## src/inc/backup_pkg.sv

```systemverilog
// constants and field layouts for the backup register bank with tamper detect
package backup_pkg;
  // bus widths
  localparam int unsigned ADDR_W = 8;
  localparam int unsigned DATA_W = 32;
  localparam int unsigned WORD_W = 16;
  localparam int unsigned MAX_WORDS = 42;

  // register byte offsets
  localparam logic [7:0] DATA_LO_FIRST = 8'h04;
  localparam logic [7:0] DATA_LO_LAST = 8'h28;
  localparam logic [7:0] DATA_HI_FIRST = 8'h40;
  localparam logic [7:0] DATA_HI_LAST = 8'hbc;
  localparam logic [7:0] CAL_OFFSET = 8'h2c;
  localparam logic [7:0] CR_OFFSET = 8'h30;
  localparam logic [7:0] CSR_OFFSET = 8'h34;
  // word address minus this gives the data word index
  localparam logic [5:0] LO_INDEX_BASE = 6'h01;
  localparam logic [5:0] HI_INDEX_BASE = 6'h06;

  // field positions
  localparam int unsigned CAL_LSB = 0;
  localparam int unsigned CAL_W = 7;
  localparam int unsigned CCO_BIT = 7;
  localparam int unsigned PULSE_OUT_ENABLE_BIT = 8;
  localparam int unsigned PULSE_OUT_SELECT_BIT = 9;
  localparam int unsigned TPE_BIT = 0;
  localparam int unsigned TAMPER_ACTIVE_LEVEL_BIT = 1;
  localparam int unsigned CTE_BIT = 0;
  localparam int unsigned CTI_BIT = 1;
  localparam int unsigned TAMPER_IRQ_ENABLE_BIT = 2;
  localparam int unsigned TEF_BIT = 8;
  localparam int unsigned TIF_BIT = 9;

  // counts
  localparam int unsigned CAL_WINDOW_LOG2 = 20;
  localparam int unsigned CCO_DIV_LOG2 = 6;

  // values after reset
  localparam logic [15:0] WORD_RESET = 16'h0000;
  localparam logic [6:0] CAL_RESET = 7'h00;

  // calibration register fields
  typedef struct packed {
    logic       pulse_out_select;
    logic       pulse_out_enable;
    logic       cco;
    logic [6:0] cal;
  } calib_type;

  // tamper control fields
  typedef struct packed {
    logic tamper_active_level;
    logic tamper_pin_enable;
  } tamper_ctrl_type;
endpackage

```

## src/hdl/backup_regs_tamper_detect.sv

```systemverilog
// backup data words, tamper detection and rtc calibration output on apb
//
// Behaviour
// - active level bit 0 detects rising edge, 1 falling; only while enabled
// - every tamper event clears all backup data words to zero
// - detector sees pin level and enable; enabling at active level gives event
// - event with irq enable set raises irq flag and irq request
// - clear-irq write or dropping irq enable clears flag and request
// - event sets event flag; clear-event write clears it and rearms detector
// - while event flag set, data words held cleared and writes dropped
// - tamper irq is never a low-power wakeup source
// - irq enable and flag cleared only by system reset or standby wakeup
// - data words are 16 bits, cleared only by backup reset or tamper
// - data words at 0x04..0x28 and 0x40..0xBC, up to 42 words
// - calibration clock bit drives rtc clock divided by 64 onto pin
// - calibration clock bit cleared when main supply powers off
// - pulse enable drives alarm (select 0) or second (select 1) pulse
// - pulse enable and select cleared only by backup domain reset
// - seven-bit field drops that many rtc ticks per 2^20-tick window
// - tamper enable 0 frees the pin for gpio, 1 gives tamper function
// - clear bits read zero; reserved bits read zero
// - detection keeps working and clearing data while main supply off
// - data, calibration and control writes blocked until unlock is set
`timescale 1ns/1ps

module backup_regs_tamper_detect #(
  parameter int unsigned NUM_WORDS = 42
) (
  input  wire logic        clock,
  input  wire logic        reset_n,
  input  wire logic        backup_reset_n,
  input  wire logic        standby_wakeup,
  input  wire logic        vdd_off,
  input  wire logic        backup_write_unlock,
  input  wire logic        psel,
  input  wire logic        penable,
  input  wire logic        pwrite,
  input  wire logic [7:0]  paddr,
  input  wire logic [31:0] pwdata,
  output logic      [31:0] prdata,
  output logic             pready,
  output logic             pslverr,
  input  wire logic        tamper_pin_in,
  output logic             tamper_pin_out,
  output logic             tamper_pin_oe,
  output logic             tamper_gpio_mode,
  input  wire logic        rtc_tick,
  input  wire logic        rtc_alarm_pulse,
  input  wire logic        rtc_second_pulse,
  output logic             rtc_tick_calibrated,
  output logic             tamper_irq
);

  // refuse word counts beyond the two address runs
  if (NUM_WORDS < 1 || NUM_WORDS > backup_pkg::MAX_WORDS) begin : g_bad_words
    $error("NUM_WORDS must lie between 1 and 42");
  end

  // state
  logic [15:0]                 data_q [NUM_WORDS];
  backup_pkg::calib_type       calib_q;
  backup_pkg::tamper_ctrl_type ctrl_q;
  logic                        tamper_irq_enable_q;
  logic                        tif_q;
  logic                        tef_q;
  logic                        pin_s1_q;
  logic                        pin_s2_q;
  logic                        pin_s3_q;
  logic                        pin_state_q;
  logic                        level_q;
  logic [5:0]                  div_q;
  logic [19:0]                 window_q;
  logic                        pready_q;
  logic                        pslverr_q;
  logic [31:0]                 prdata_q;
  logic                        pin_out_q;
  logic                        pin_oe_q;
  logic                        gpio_mode_q;
  logic                        tick_out_q;

  // address decode
  wire logic       in_lo;
  wire logic       in_hi;
  wire logic [5:0] word_idx;
  wire logic       hit_data;
  wire logic       hit_cal;
  wire logic       hit_cr;
  wire logic       hit_csr;
  wire logic       hit_any;

  assign in_lo = paddr >= backup_pkg::DATA_LO_FIRST &&
                 paddr <= backup_pkg::DATA_LO_LAST && paddr[1:0] == 2'h0;
  assign in_hi = paddr >= backup_pkg::DATA_HI_FIRST &&
                 paddr <= backup_pkg::DATA_HI_LAST && paddr[1:0] == 2'h0;
  // two runs folded onto one index space, low run first
  assign word_idx = in_lo ? paddr[7:2] - backup_pkg::LO_INDEX_BASE
                          : paddr[7:2] - backup_pkg::HI_INDEX_BASE;
  assign hit_data = (in_lo || in_hi) && (32'(word_idx) < NUM_WORDS);
  assign hit_cal = paddr == backup_pkg::CAL_OFFSET;
  assign hit_cr = paddr == backup_pkg::CR_OFFSET;
  assign hit_csr = paddr == backup_pkg::CSR_OFFSET;
  assign hit_any = hit_data || hit_cal || hit_cr || hit_csr;

  // write strobes, taken only at the access edge
  wire logic wr_ok;
  wire logic wr_data;
  wire logic wr_cal;
  wire logic wr_cr;
  wire logic wr_csr;

  assign wr_ok = psel && penable && pready_q && pwrite;
  assign wr_data = wr_ok && hit_data && backup_write_unlock;
  assign wr_cal = wr_ok && hit_cal && backup_write_unlock;
  assign wr_cr = wr_ok && hit_cr && backup_write_unlock;
  assign wr_csr = wr_ok && hit_csr;

  // csr side effects, only the defined bits are looked at
  wire logic clear_irq;
  wire logic clear_event;
  wire logic tamper_irq_enable_next;

  assign clear_irq = wr_csr && pwdata[backup_pkg::CTI_BIT];
  assign clear_event = wr_csr && pwdata[backup_pkg::CTE_BIT];
  assign tamper_irq_enable_next = wr_csr ? pwdata[backup_pkg::TAMPER_IRQ_ENABLE_BIT] : tamper_irq_enable_q;

  // tamper detector: level of pin at its active state, gated by enable
  wire logic active_level;
  wire logic tamper_event;

  assign active_level = (ctrl_q.tamper_active_level ? ~pin_state_q : pin_state_q)
                        && ctrl_q.tamper_pin_enable;
  // disarmed while the event flag stands; clear-event rearms it
  assign tamper_event = active_level && !level_q && !tef_q;

  // pin synchroniser, a change counts once the last two stages agree
  always_ff @(posedge clock) begin
    if (!backup_reset_n) begin
      pin_s1_q <= 1'b0;
      pin_s2_q <= 1'b0;
      pin_s3_q <= 1'b0;
    end else begin
      pin_s1_q <= tamper_pin_in;
      pin_s2_q <= pin_s1_q;
      pin_s3_q <= pin_s2_q;
    end
  end

  // filtered pin level and detector history; backup domain, so it runs
  // with main supply off
  always_ff @(posedge clock) begin
    if (!backup_reset_n) begin
      pin_state_q <= 1'b0;
      level_q <= 1'b0;
    end else begin
      if (pin_s2_q == pin_s3_q) begin
        pin_state_q <= pin_s3_q;
      end
      level_q <= active_level;
    end
  end

  // data words; cleared on the event itself and held while flag stands
  always_ff @(posedge clock) begin
    if (!backup_reset_n || tamper_event || tef_q) begin
      for (int i = 0; i < NUM_WORDS; i++) begin
        data_q[i] <= backup_pkg::WORD_RESET;
      end
    end else if (wr_data) begin
      data_q[word_idx] <= pwdata[15:0];
    end
  end

  // calibration register; pulse bits only see backup reset
  always_ff @(posedge clock) begin
    if (!backup_reset_n) begin
      calib_q <= '{pulse_out_select: 1'b0, pulse_out_enable: 1'b0, cco: 1'b0,
                   cal: backup_pkg::CAL_RESET};
    end else if (vdd_off) begin
      calib_q.cco <= 1'b0;
    end else if (wr_cal) begin
      calib_q.pulse_out_select <= pwdata[backup_pkg::PULSE_OUT_SELECT_BIT];
      calib_q.pulse_out_enable <= pwdata[backup_pkg::PULSE_OUT_ENABLE_BIT];
      calib_q.cco <= pwdata[backup_pkg::CCO_BIT];
      calib_q.cal <= pwdata[backup_pkg::CAL_LSB +: backup_pkg::CAL_W];
    end
  end

  // tamper control lives in the backup domain
  always_ff @(posedge clock) begin
    if (!backup_reset_n) begin
      ctrl_q <= '0;
    end else if (wr_cr) begin
      ctrl_q.tamper_active_level <= pwdata[backup_pkg::TAMPER_ACTIVE_LEVEL_BIT];
      ctrl_q.tamper_pin_enable <= pwdata[backup_pkg::TPE_BIT];
    end
  end

  // event flag: a new event wins over a clear in the same cycle
  always_ff @(posedge clock) begin
    if (!backup_reset_n) begin
      tef_q <= 1'b0;
    end else if (tamper_event) begin
      tef_q <= 1'b1;
    end else if (clear_event) begin
      tef_q <= 1'b0;
    end
  end

  // irq enable and flag: system reset and standby wakeup only
  always_ff @(posedge clock) begin
    if (!reset_n || standby_wakeup) begin
      tamper_irq_enable_q <= 1'b0;
      tif_q <= 1'b0;
    end else begin
      tamper_irq_enable_q <= tamper_irq_enable_next;
      if (tamper_event && tamper_irq_enable_q) begin
        tif_q <= 1'b1;
      end else if (clear_irq || !tamper_irq_enable_next) begin
        tif_q <= 1'b0;
      end
    end
  end

  // rtc tick divider for the calibration clock; free running so the
  // pin toggles as soon as the bit is set
  always_ff @(posedge clock) begin
    if (!backup_reset_n) begin
      div_q <= '0;
    end else if (rtc_tick) begin
      div_q <= div_q + 6'h01;
    end
  end

  // calibration window: the first cal ticks of each window are dropped
  always_ff @(posedge clock) begin
    if (!backup_reset_n) begin
      window_q <= '0;
      tick_out_q <= 1'b0;
    end else begin
      tick_out_q <= rtc_tick && (window_q >= 20'(calib_q.cal));
      if (rtc_tick) begin
        window_q <= window_q + 20'h0_0001;
      end
    end
  end

  // pin output select; tamper enable takes the pin back
  wire logic pin_out_d;
  wire logic pin_oe_d;
  wire logic pulse_sel;

  assign pulse_sel = calib_q.pulse_out_select ? rtc_second_pulse : rtc_alarm_pulse;
  assign pin_out_d = ctrl_q.tamper_pin_enable ? 1'b0 :
                     calib_q.cco ? div_q[backup_pkg::CCO_DIV_LOG2-1] :
                     calib_q.pulse_out_enable ? pulse_sel : 1'b0;
  assign pin_oe_d = !ctrl_q.tamper_pin_enable && (calib_q.cco || calib_q.pulse_out_enable);

  // pin drivers registered so the pads never see decode glitches
  always_ff @(posedge clock) begin
    if (!backup_reset_n) begin
      pin_out_q <= 1'b0;
      pin_oe_q <= 1'b0;
      gpio_mode_q <= 1'b1;
    end else begin
      pin_out_q <= pin_out_d;
      pin_oe_q <= pin_oe_d;
      gpio_mode_q <= !ctrl_q.tamper_pin_enable;
    end
  end

  // read data; clear bits and reserved bits come back as zero
  logic [31:0] rd_word;

  always_comb begin
    rd_word = '0;
    if (hit_data) begin
      rd_word[15:0] = data_q[word_idx];
    end else if (hit_cal) begin
      rd_word[backup_pkg::PULSE_OUT_SELECT_BIT] = calib_q.pulse_out_select;
      rd_word[backup_pkg::PULSE_OUT_ENABLE_BIT] = calib_q.pulse_out_enable;
      rd_word[backup_pkg::CCO_BIT] = calib_q.cco;
      rd_word[backup_pkg::CAL_LSB +: backup_pkg::CAL_W] = calib_q.cal;
    end else if (hit_cr) begin
      rd_word[backup_pkg::TAMPER_ACTIVE_LEVEL_BIT] = ctrl_q.tamper_active_level;
      rd_word[backup_pkg::TPE_BIT] = ctrl_q.tamper_pin_enable;
    end else if (hit_csr) begin
      rd_word[backup_pkg::TIF_BIT] = tif_q;
      rd_word[backup_pkg::TEF_BIT] = tef_q;
      rd_word[backup_pkg::TAMPER_IRQ_ENABLE_BIT] = tamper_irq_enable_q;
    end
  end

  // apb slave: answer ready in the first access cycle, no wait states;
  // read data captured in setup so it can come from a flop
  always_ff @(posedge clock) begin
    if (!reset_n) begin
      pready_q <= 1'b0;
      pslverr_q <= 1'b0;
      prdata_q <= '0;
    end else begin
      pready_q <= psel && !penable;
      if (psel && !penable) begin
        pslverr_q <= !hit_any;
        prdata_q <= pwrite ? 32'h0000_0000 : rd_word;
      end else begin
        pslverr_q <= 1'b0;
      end
    end
  end

  // irq request straight from the flag; no wakeup path exists
  assign tamper_irq = tif_q;
  assign prdata = prdata_q;
  assign pready = pready_q;
  assign pslverr = pslverr_q;
  assign tamper_pin_out = pin_out_q;
  assign tamper_pin_oe = pin_oe_q;
  assign tamper_gpio_mode = gpio_mode_q;
  assign rtc_tick_calibrated = tick_out_q;

endmodule

```

## config.mk

```make
export PLATFORM = sky130hd
export DESIGN_NAME = backup_regs_tamper_detect
export DESIGN_NICKNAME = d
export VERILOG_FILES = /design/src/inc/backup_pkg.sv /design/src/hdl/backup_regs_tamper_detect.sv
export SDC_FILE = /design/constraint.sdc
export NUM_CORES = 2
export LEC_CHECK = 0
export ABC_AREA = 1
export BUFFER_PORTS_ARGS = -buffer_cell sky130_fd_sc_hd__buf_2
export CAP_MARGIN = 20
export CORE_MARGIN = 2
export CORE_UTILIZATION = 30
export DETAILED_ROUTE_END_ITERATION = 8
export PLACE_DENSITY_LB_ADDON = 0.1
export SLEW_MARGIN = 15
export SYNTH_ARGS = -nofsm -noshare
export SYNTH_HDL_FRONTEND = slang
export SYNTH_SLANG_ARGS = --single-unit
```

## constraint.sdc

```tcl
create_clock -name clock -period 5.6 [get_ports clock]
set_input_delay 0.84 -clock clock [delete_from_list [all_inputs] [get_ports clock]]
set_output_delay 0.84 -clock clock [all_outputs]
set_load 0.005 [all_outputs]
```

=== After elaboration in Yosys (flattened, before gate mapping) ===
Memories as Yosys holds them, arrays and structs flattened.
Index checks and enable logic that the tools add are counted.

* $add $sub $neg: 4
* Magnitude comparators: 6
* Eq/ne operators: 4
* Multiplexer cells: 29
* Bitwise gates (word level): 3
* Reductions and logical operators: 49

{| class="wikitable"
|+ Operators by type and width
! operator !! count
|-
| $mux W16 || 2
|-
| $eq A8 B6 Y1 const B || 3
|-
| $logic_and A1 B1 Y1 || 24
|-
| $add A20 B1 Y20 const B || 1
|-
| $ge A20 B7 Y1 || 1
|-
| $mux W6 || 3
|-
| $mux W1 || 17
|-
| $reduce_or A16 Y1 || 1
|-
| $mux W10 || 1
|-
| $logic_or A1 B1 Y1 || 9
|-
| $ge A8 B3 Y1 const B || 1
|-
| $ge A8 B7 Y1 const B || 1
|-
| $le A8 B6 Y1 const B || 1
|-
| $le A8 B8 Y1 const B || 1
|-
| $logic_not A1 Y1 || 8
|-
| $mux W2 || 4
|-
| $add A6 B1 Y6 const B || 1
|-
| $lt A6 B6 Y1 const B || 1
|-
| $sub A6 B1 Y6 const B || 1
|-
| $sub A6 B3 Y6 const B || 1
|-
| $mux W5 || 1
|-
| $reduce_and A2 Y1 || 2
|-
| $reduce_bool A2 Y1 || 2
|-
| $reduce_or A2 Y1 || 2
|-
| 4 further kinds || 6
|}

* Flip-flop bits (word level): 84
* RAM bits: 672
* Bits of input ports: 53
* Output and inout bits: 39
* Word-level logic and storage cells: 119
* Memories: 1

{| class="wikitable"
|+ Memories
! name !! depth !! bits a word !! rd ports !! clocked after memory_dff !! write ports !! line !! source
|-
| data_q || 42 || 16 || 1 || 0 || 42 || backup_regs_tamper_detect.sv:60 || <nowiki>logic [15:0] data_q [NUM_WORDS];</nowiki>
|}

=== Depth between registers and ports, before layout ===
* Depth after elaboration: 13
* Mapped depth: 26
* Mapped depth without buffers: 22

=== Least setup slack after synthesis ===
Ideal clock, no wire load.

* Kind: input to register
* Start: input paddr[2]
* End: memory data_q[11][0], enable pin
* Library setup time: 0.372 ns
* Arrival time: 3.559 ns
* Required time: 5.228 ns
* Path slack: 1.670 ns
* Stages on the path: 20
* Buffers on the path: 2
* Cell sequence: inv_1 ha_1 nand2_1 nor2_2 nand3_1 nand2_1 buf_4 nand2_1 nand2_2 inv_1 nand2_1 nor2_2 nand2_1 nand2_1 nor2_4 nand2_4 nor4_4 nand2_2 buf_2 nand2_1

{| class="wikitable"
|+ RTL lines
! item !! line !! source
|-
| start, declared || backup_regs_tamper_detect.sv:38 || <nowiki>input wire logic [7:0] paddr,</nowiki>
|-
| end, declared || backup_regs_tamper_detect.sv:60 ||
|}

==> results.toml <==
[power_and_ir_drop]
leakagePower_nw = 20.7
power_density_nw_per_um2 = 324
p_int_mw = 11.1
p_comb_share_pct = 10.8
p_switching_mw = 4.00
p_seq_share_pct = 46.9
p_clk_share_pct = 42.4
p_sw_share_pct = 26.5
power_mw = 15.1
peakVddDrop_uv = 207

[yosys]
syn_inst = 4697
yosysTopAreaCell = "edfxtp_1"
yosys.area_share.adder_pct = 0.496
synth_top_family_by_area = "simple AND/OR/NAND/NOR gates"
synth_simple_gate_area_share_pct = 27.1
yosys_register_bits = 836
ys_seq_area_share_pct = 60.5
synth_top_area_share_pct = 57.1
post_synth_num_cell_types = 44
synth_area_um2 = 40400
syn_avg_cell_area_um2 = 8.60
synth_xor_area_share_pct = 0.152
synth-compound-area-share_pct = 4.09
synth.mux.area_fraction_pct = 0
synth-warning-count = 0
synthTopCellsByArea = "edfxtp_1 (57%), nand2_1 (14%), nor2_1 (9.3%)"

[floorplanning]
ios = 92
core_um2 = 133000
die-height_um = 371
initial_utilization_pct = 30.3
num_rows = 134
die_area_um2 = 138000
die_w_um = 371

[critical_path]
crit_chain = "buf_2, inv_1, ha_1, nand2_1, nor2_2, nand3_1, nand2_1, o21a_4, nand2_2, nand2_1, nand2_1, nor2_4, nand2_4, nor4_4, nand2_2, nand2_1, buf_4"
required_ns = 5.98
end_kind = "register"
slowest_delay_ns = 0.70
cp_num_buf_inv = 3
worst_path_most_repeated_cell = "nand2_1"
critical_path.top_delay_family = "simple AND/OR/NAND/NOR gates"
worstSetupPathType = "in2reg"
arrival_ns = 4.70
start_kind = "primary input"
critPathMaxFanout = 16
crit_slowest_cell = "nor4_4"

[clock_network]
postCtsHoldBufs = 0
cts_setup_buffers = 0
cts_resized = 0
cts_max_path_buffers = 3
tritoncts = "yes"
htree_levels = 3
clkTransAtPathRegs_ns = 0.05
cts_sinks = 836
ctsRootBufferMaster = "clkbuf_16"
cts_buffers = 101
clock_latency_ns = 0.72

[detailed_routing]
wl_met1_mm = 62.5
first_pass_iters = 6
vias = 30000
ant_nets = 0
drc = 0
dr_wl_met3_mm = 6.62
maxUsedRoutingLayer = "met4"
wire_per_inst_um = 20.0
wl_met2_mm = 60.7
drt_iter0_markers = 2328
via_per_inst = 4.50
routed_wl_mm = 133

[flow_run]
maxCapViolCount = 0

[global_routing]
grt_max_degree = 85
antenna_found_initial = 1
grt_pass1_wl_mm = 196
grt_overflow = 0
grt_usage_pct = 19.4
grt_pass1_vias = 28900

[sta]
rsz0062_at_grt = "false"
slew_headroom_pct = 34.3
setup_tns_ns = 0
hold_slack_ns = 0.331
post-route-min-period_ns = 4.32
slew_viol_final = 0
max_freq_ghz = 0.232
finalHoldViolCount = 0
finClkSkew_ns = 0.0266
min_period_over_period_pct = 77.1
report.final.setup_viol = 0
setup_ws_ns = 1.28
worst_slew_pin_slew_ns = 0.986

[placed_design]
place_congestion = 0.799
port-buffer-count = 59
dp_hpwl_mm = 81.5
dp_slack_ns = 0.544

[layout]
area_growth_pct = 15.5
fillCellCount = 14000
nets = 4894
layout_commonest_cell = "nand2_1"
final_cell_mix = "nand2_1 (1509), nor2_1 (996), edfxtp_1 (768)"
drive_gt1_share_pct = 8.97

[outcome]
status = "finished, final reports clean"

[hold_path]
hold_class = "in2reg"
registers in the layout, indices dropped and copies added (netlist names), 2 cells and up:
signal and flops:
data_q 768, window_q 20, prdata 16, calib_q 10
div_q 6, ctrl_q 2
cells by family (layout without fill, tap and decap cells):
logic type / after synthesis / after routing
AND/OR/NAND/NOR: 2739 / 2739
flip-flops: 836 / 836
buffers and inverters: 777 / 876
AO/OA/AOI/OAI: 321 / 321
adder cells (fa/ha/maj): 16 / 16
XOR/XNOR: 7 / 7
other: 1 / 113
Yosys cell counts (all sizes together):
cell type	n
nor4	10
o2111ai	1
a21oi	58
a2111oi	1
edfxtp	768
xor2	4
xnor2	3
nor3	15
conb	1
buf	125
clkbuf	186
o21a	6
nand4	10
and3	1
a31oi	2
nand3	82
ha	16
a21o	1
dfxtp	68
nand2	1547
inv	445
nor2	1007
a21boi	1
o211ai	1
o21ai	246
a211oi	2
nor3b	1
a32oi	2
nand3b	66
clkinv	21
per-layer routing:
metal | vias up | GRT usage, %
met5 | - | 0
met4 | 0 | 5.99
met3 | 145 | 3.26
met2 | 597 | 30.8
met1 | 14400 | 27.0
li1 | 14900 | -
layout make-up:
cell class	count	area (µm²)	area share, %
Inverter	466	1760	3.77
Tap cell	1768	2210	4.74
Clock inverter	50	425	0.912
Multi-Input combinational cell	3195	13400	28.7
Timing Repair Buffer	225	1730	3.71
Antenna cell	1	2.50	0.00537
Clock buffer	135	2710	5.81
Sequential cell	836	24400	52.4
final timing paths:
kind                       from           end  slack (ns)  cells after the start
hold reg to reg        pin_s1_q      pin_s2_q        0.43                      2
setup / recovery       paddr[2]  data_q[6][2]        1.28                     17
setup reg to reg    pin_state_q  data_q[6][2]        2.39                     13
hold / removal    tamper_pin_in      pin_s1_q        0.33                      3
power by group through the flow:
stage               Combinational [mW]  Clock (mW)  Sequential [mW]
finish                            1.63        6.41             7.09
global route                      1.82        6.80             7.11
CTS                               1.65        6.57             7.09
detailed placement                1.65           0             7.22
global placement                  1.65           0             7.22
floorplan                        0.943           0             7.21
stage by stage:
| stage | utilization, % | area [µm²] | std cells |
|---|---|---|---|
| 6_report | 34.9 | 46600 | 6676 |
| 5_1_grt | 34.9 | 46600 | 6675 |
| 4_1_cts | 34.9 | 46600 | 6675 |
| 2_1_floorplan | - | 40800 | 4808 |
| 3_3_place_gp | 32.6 | 43500 | 6490 |
| 3_5_place_dp | 32.6 | 43500 | 6490 |
worst register-to-register path, delay by kind of cell, from the launching register on:
kind	cells	cell delay, ns
buffers and inverters	3	0.40
flip-flops	1	0.38
AND/OR/NAND/NOR	10	2.10
Power figures use the tool's default switching activity.
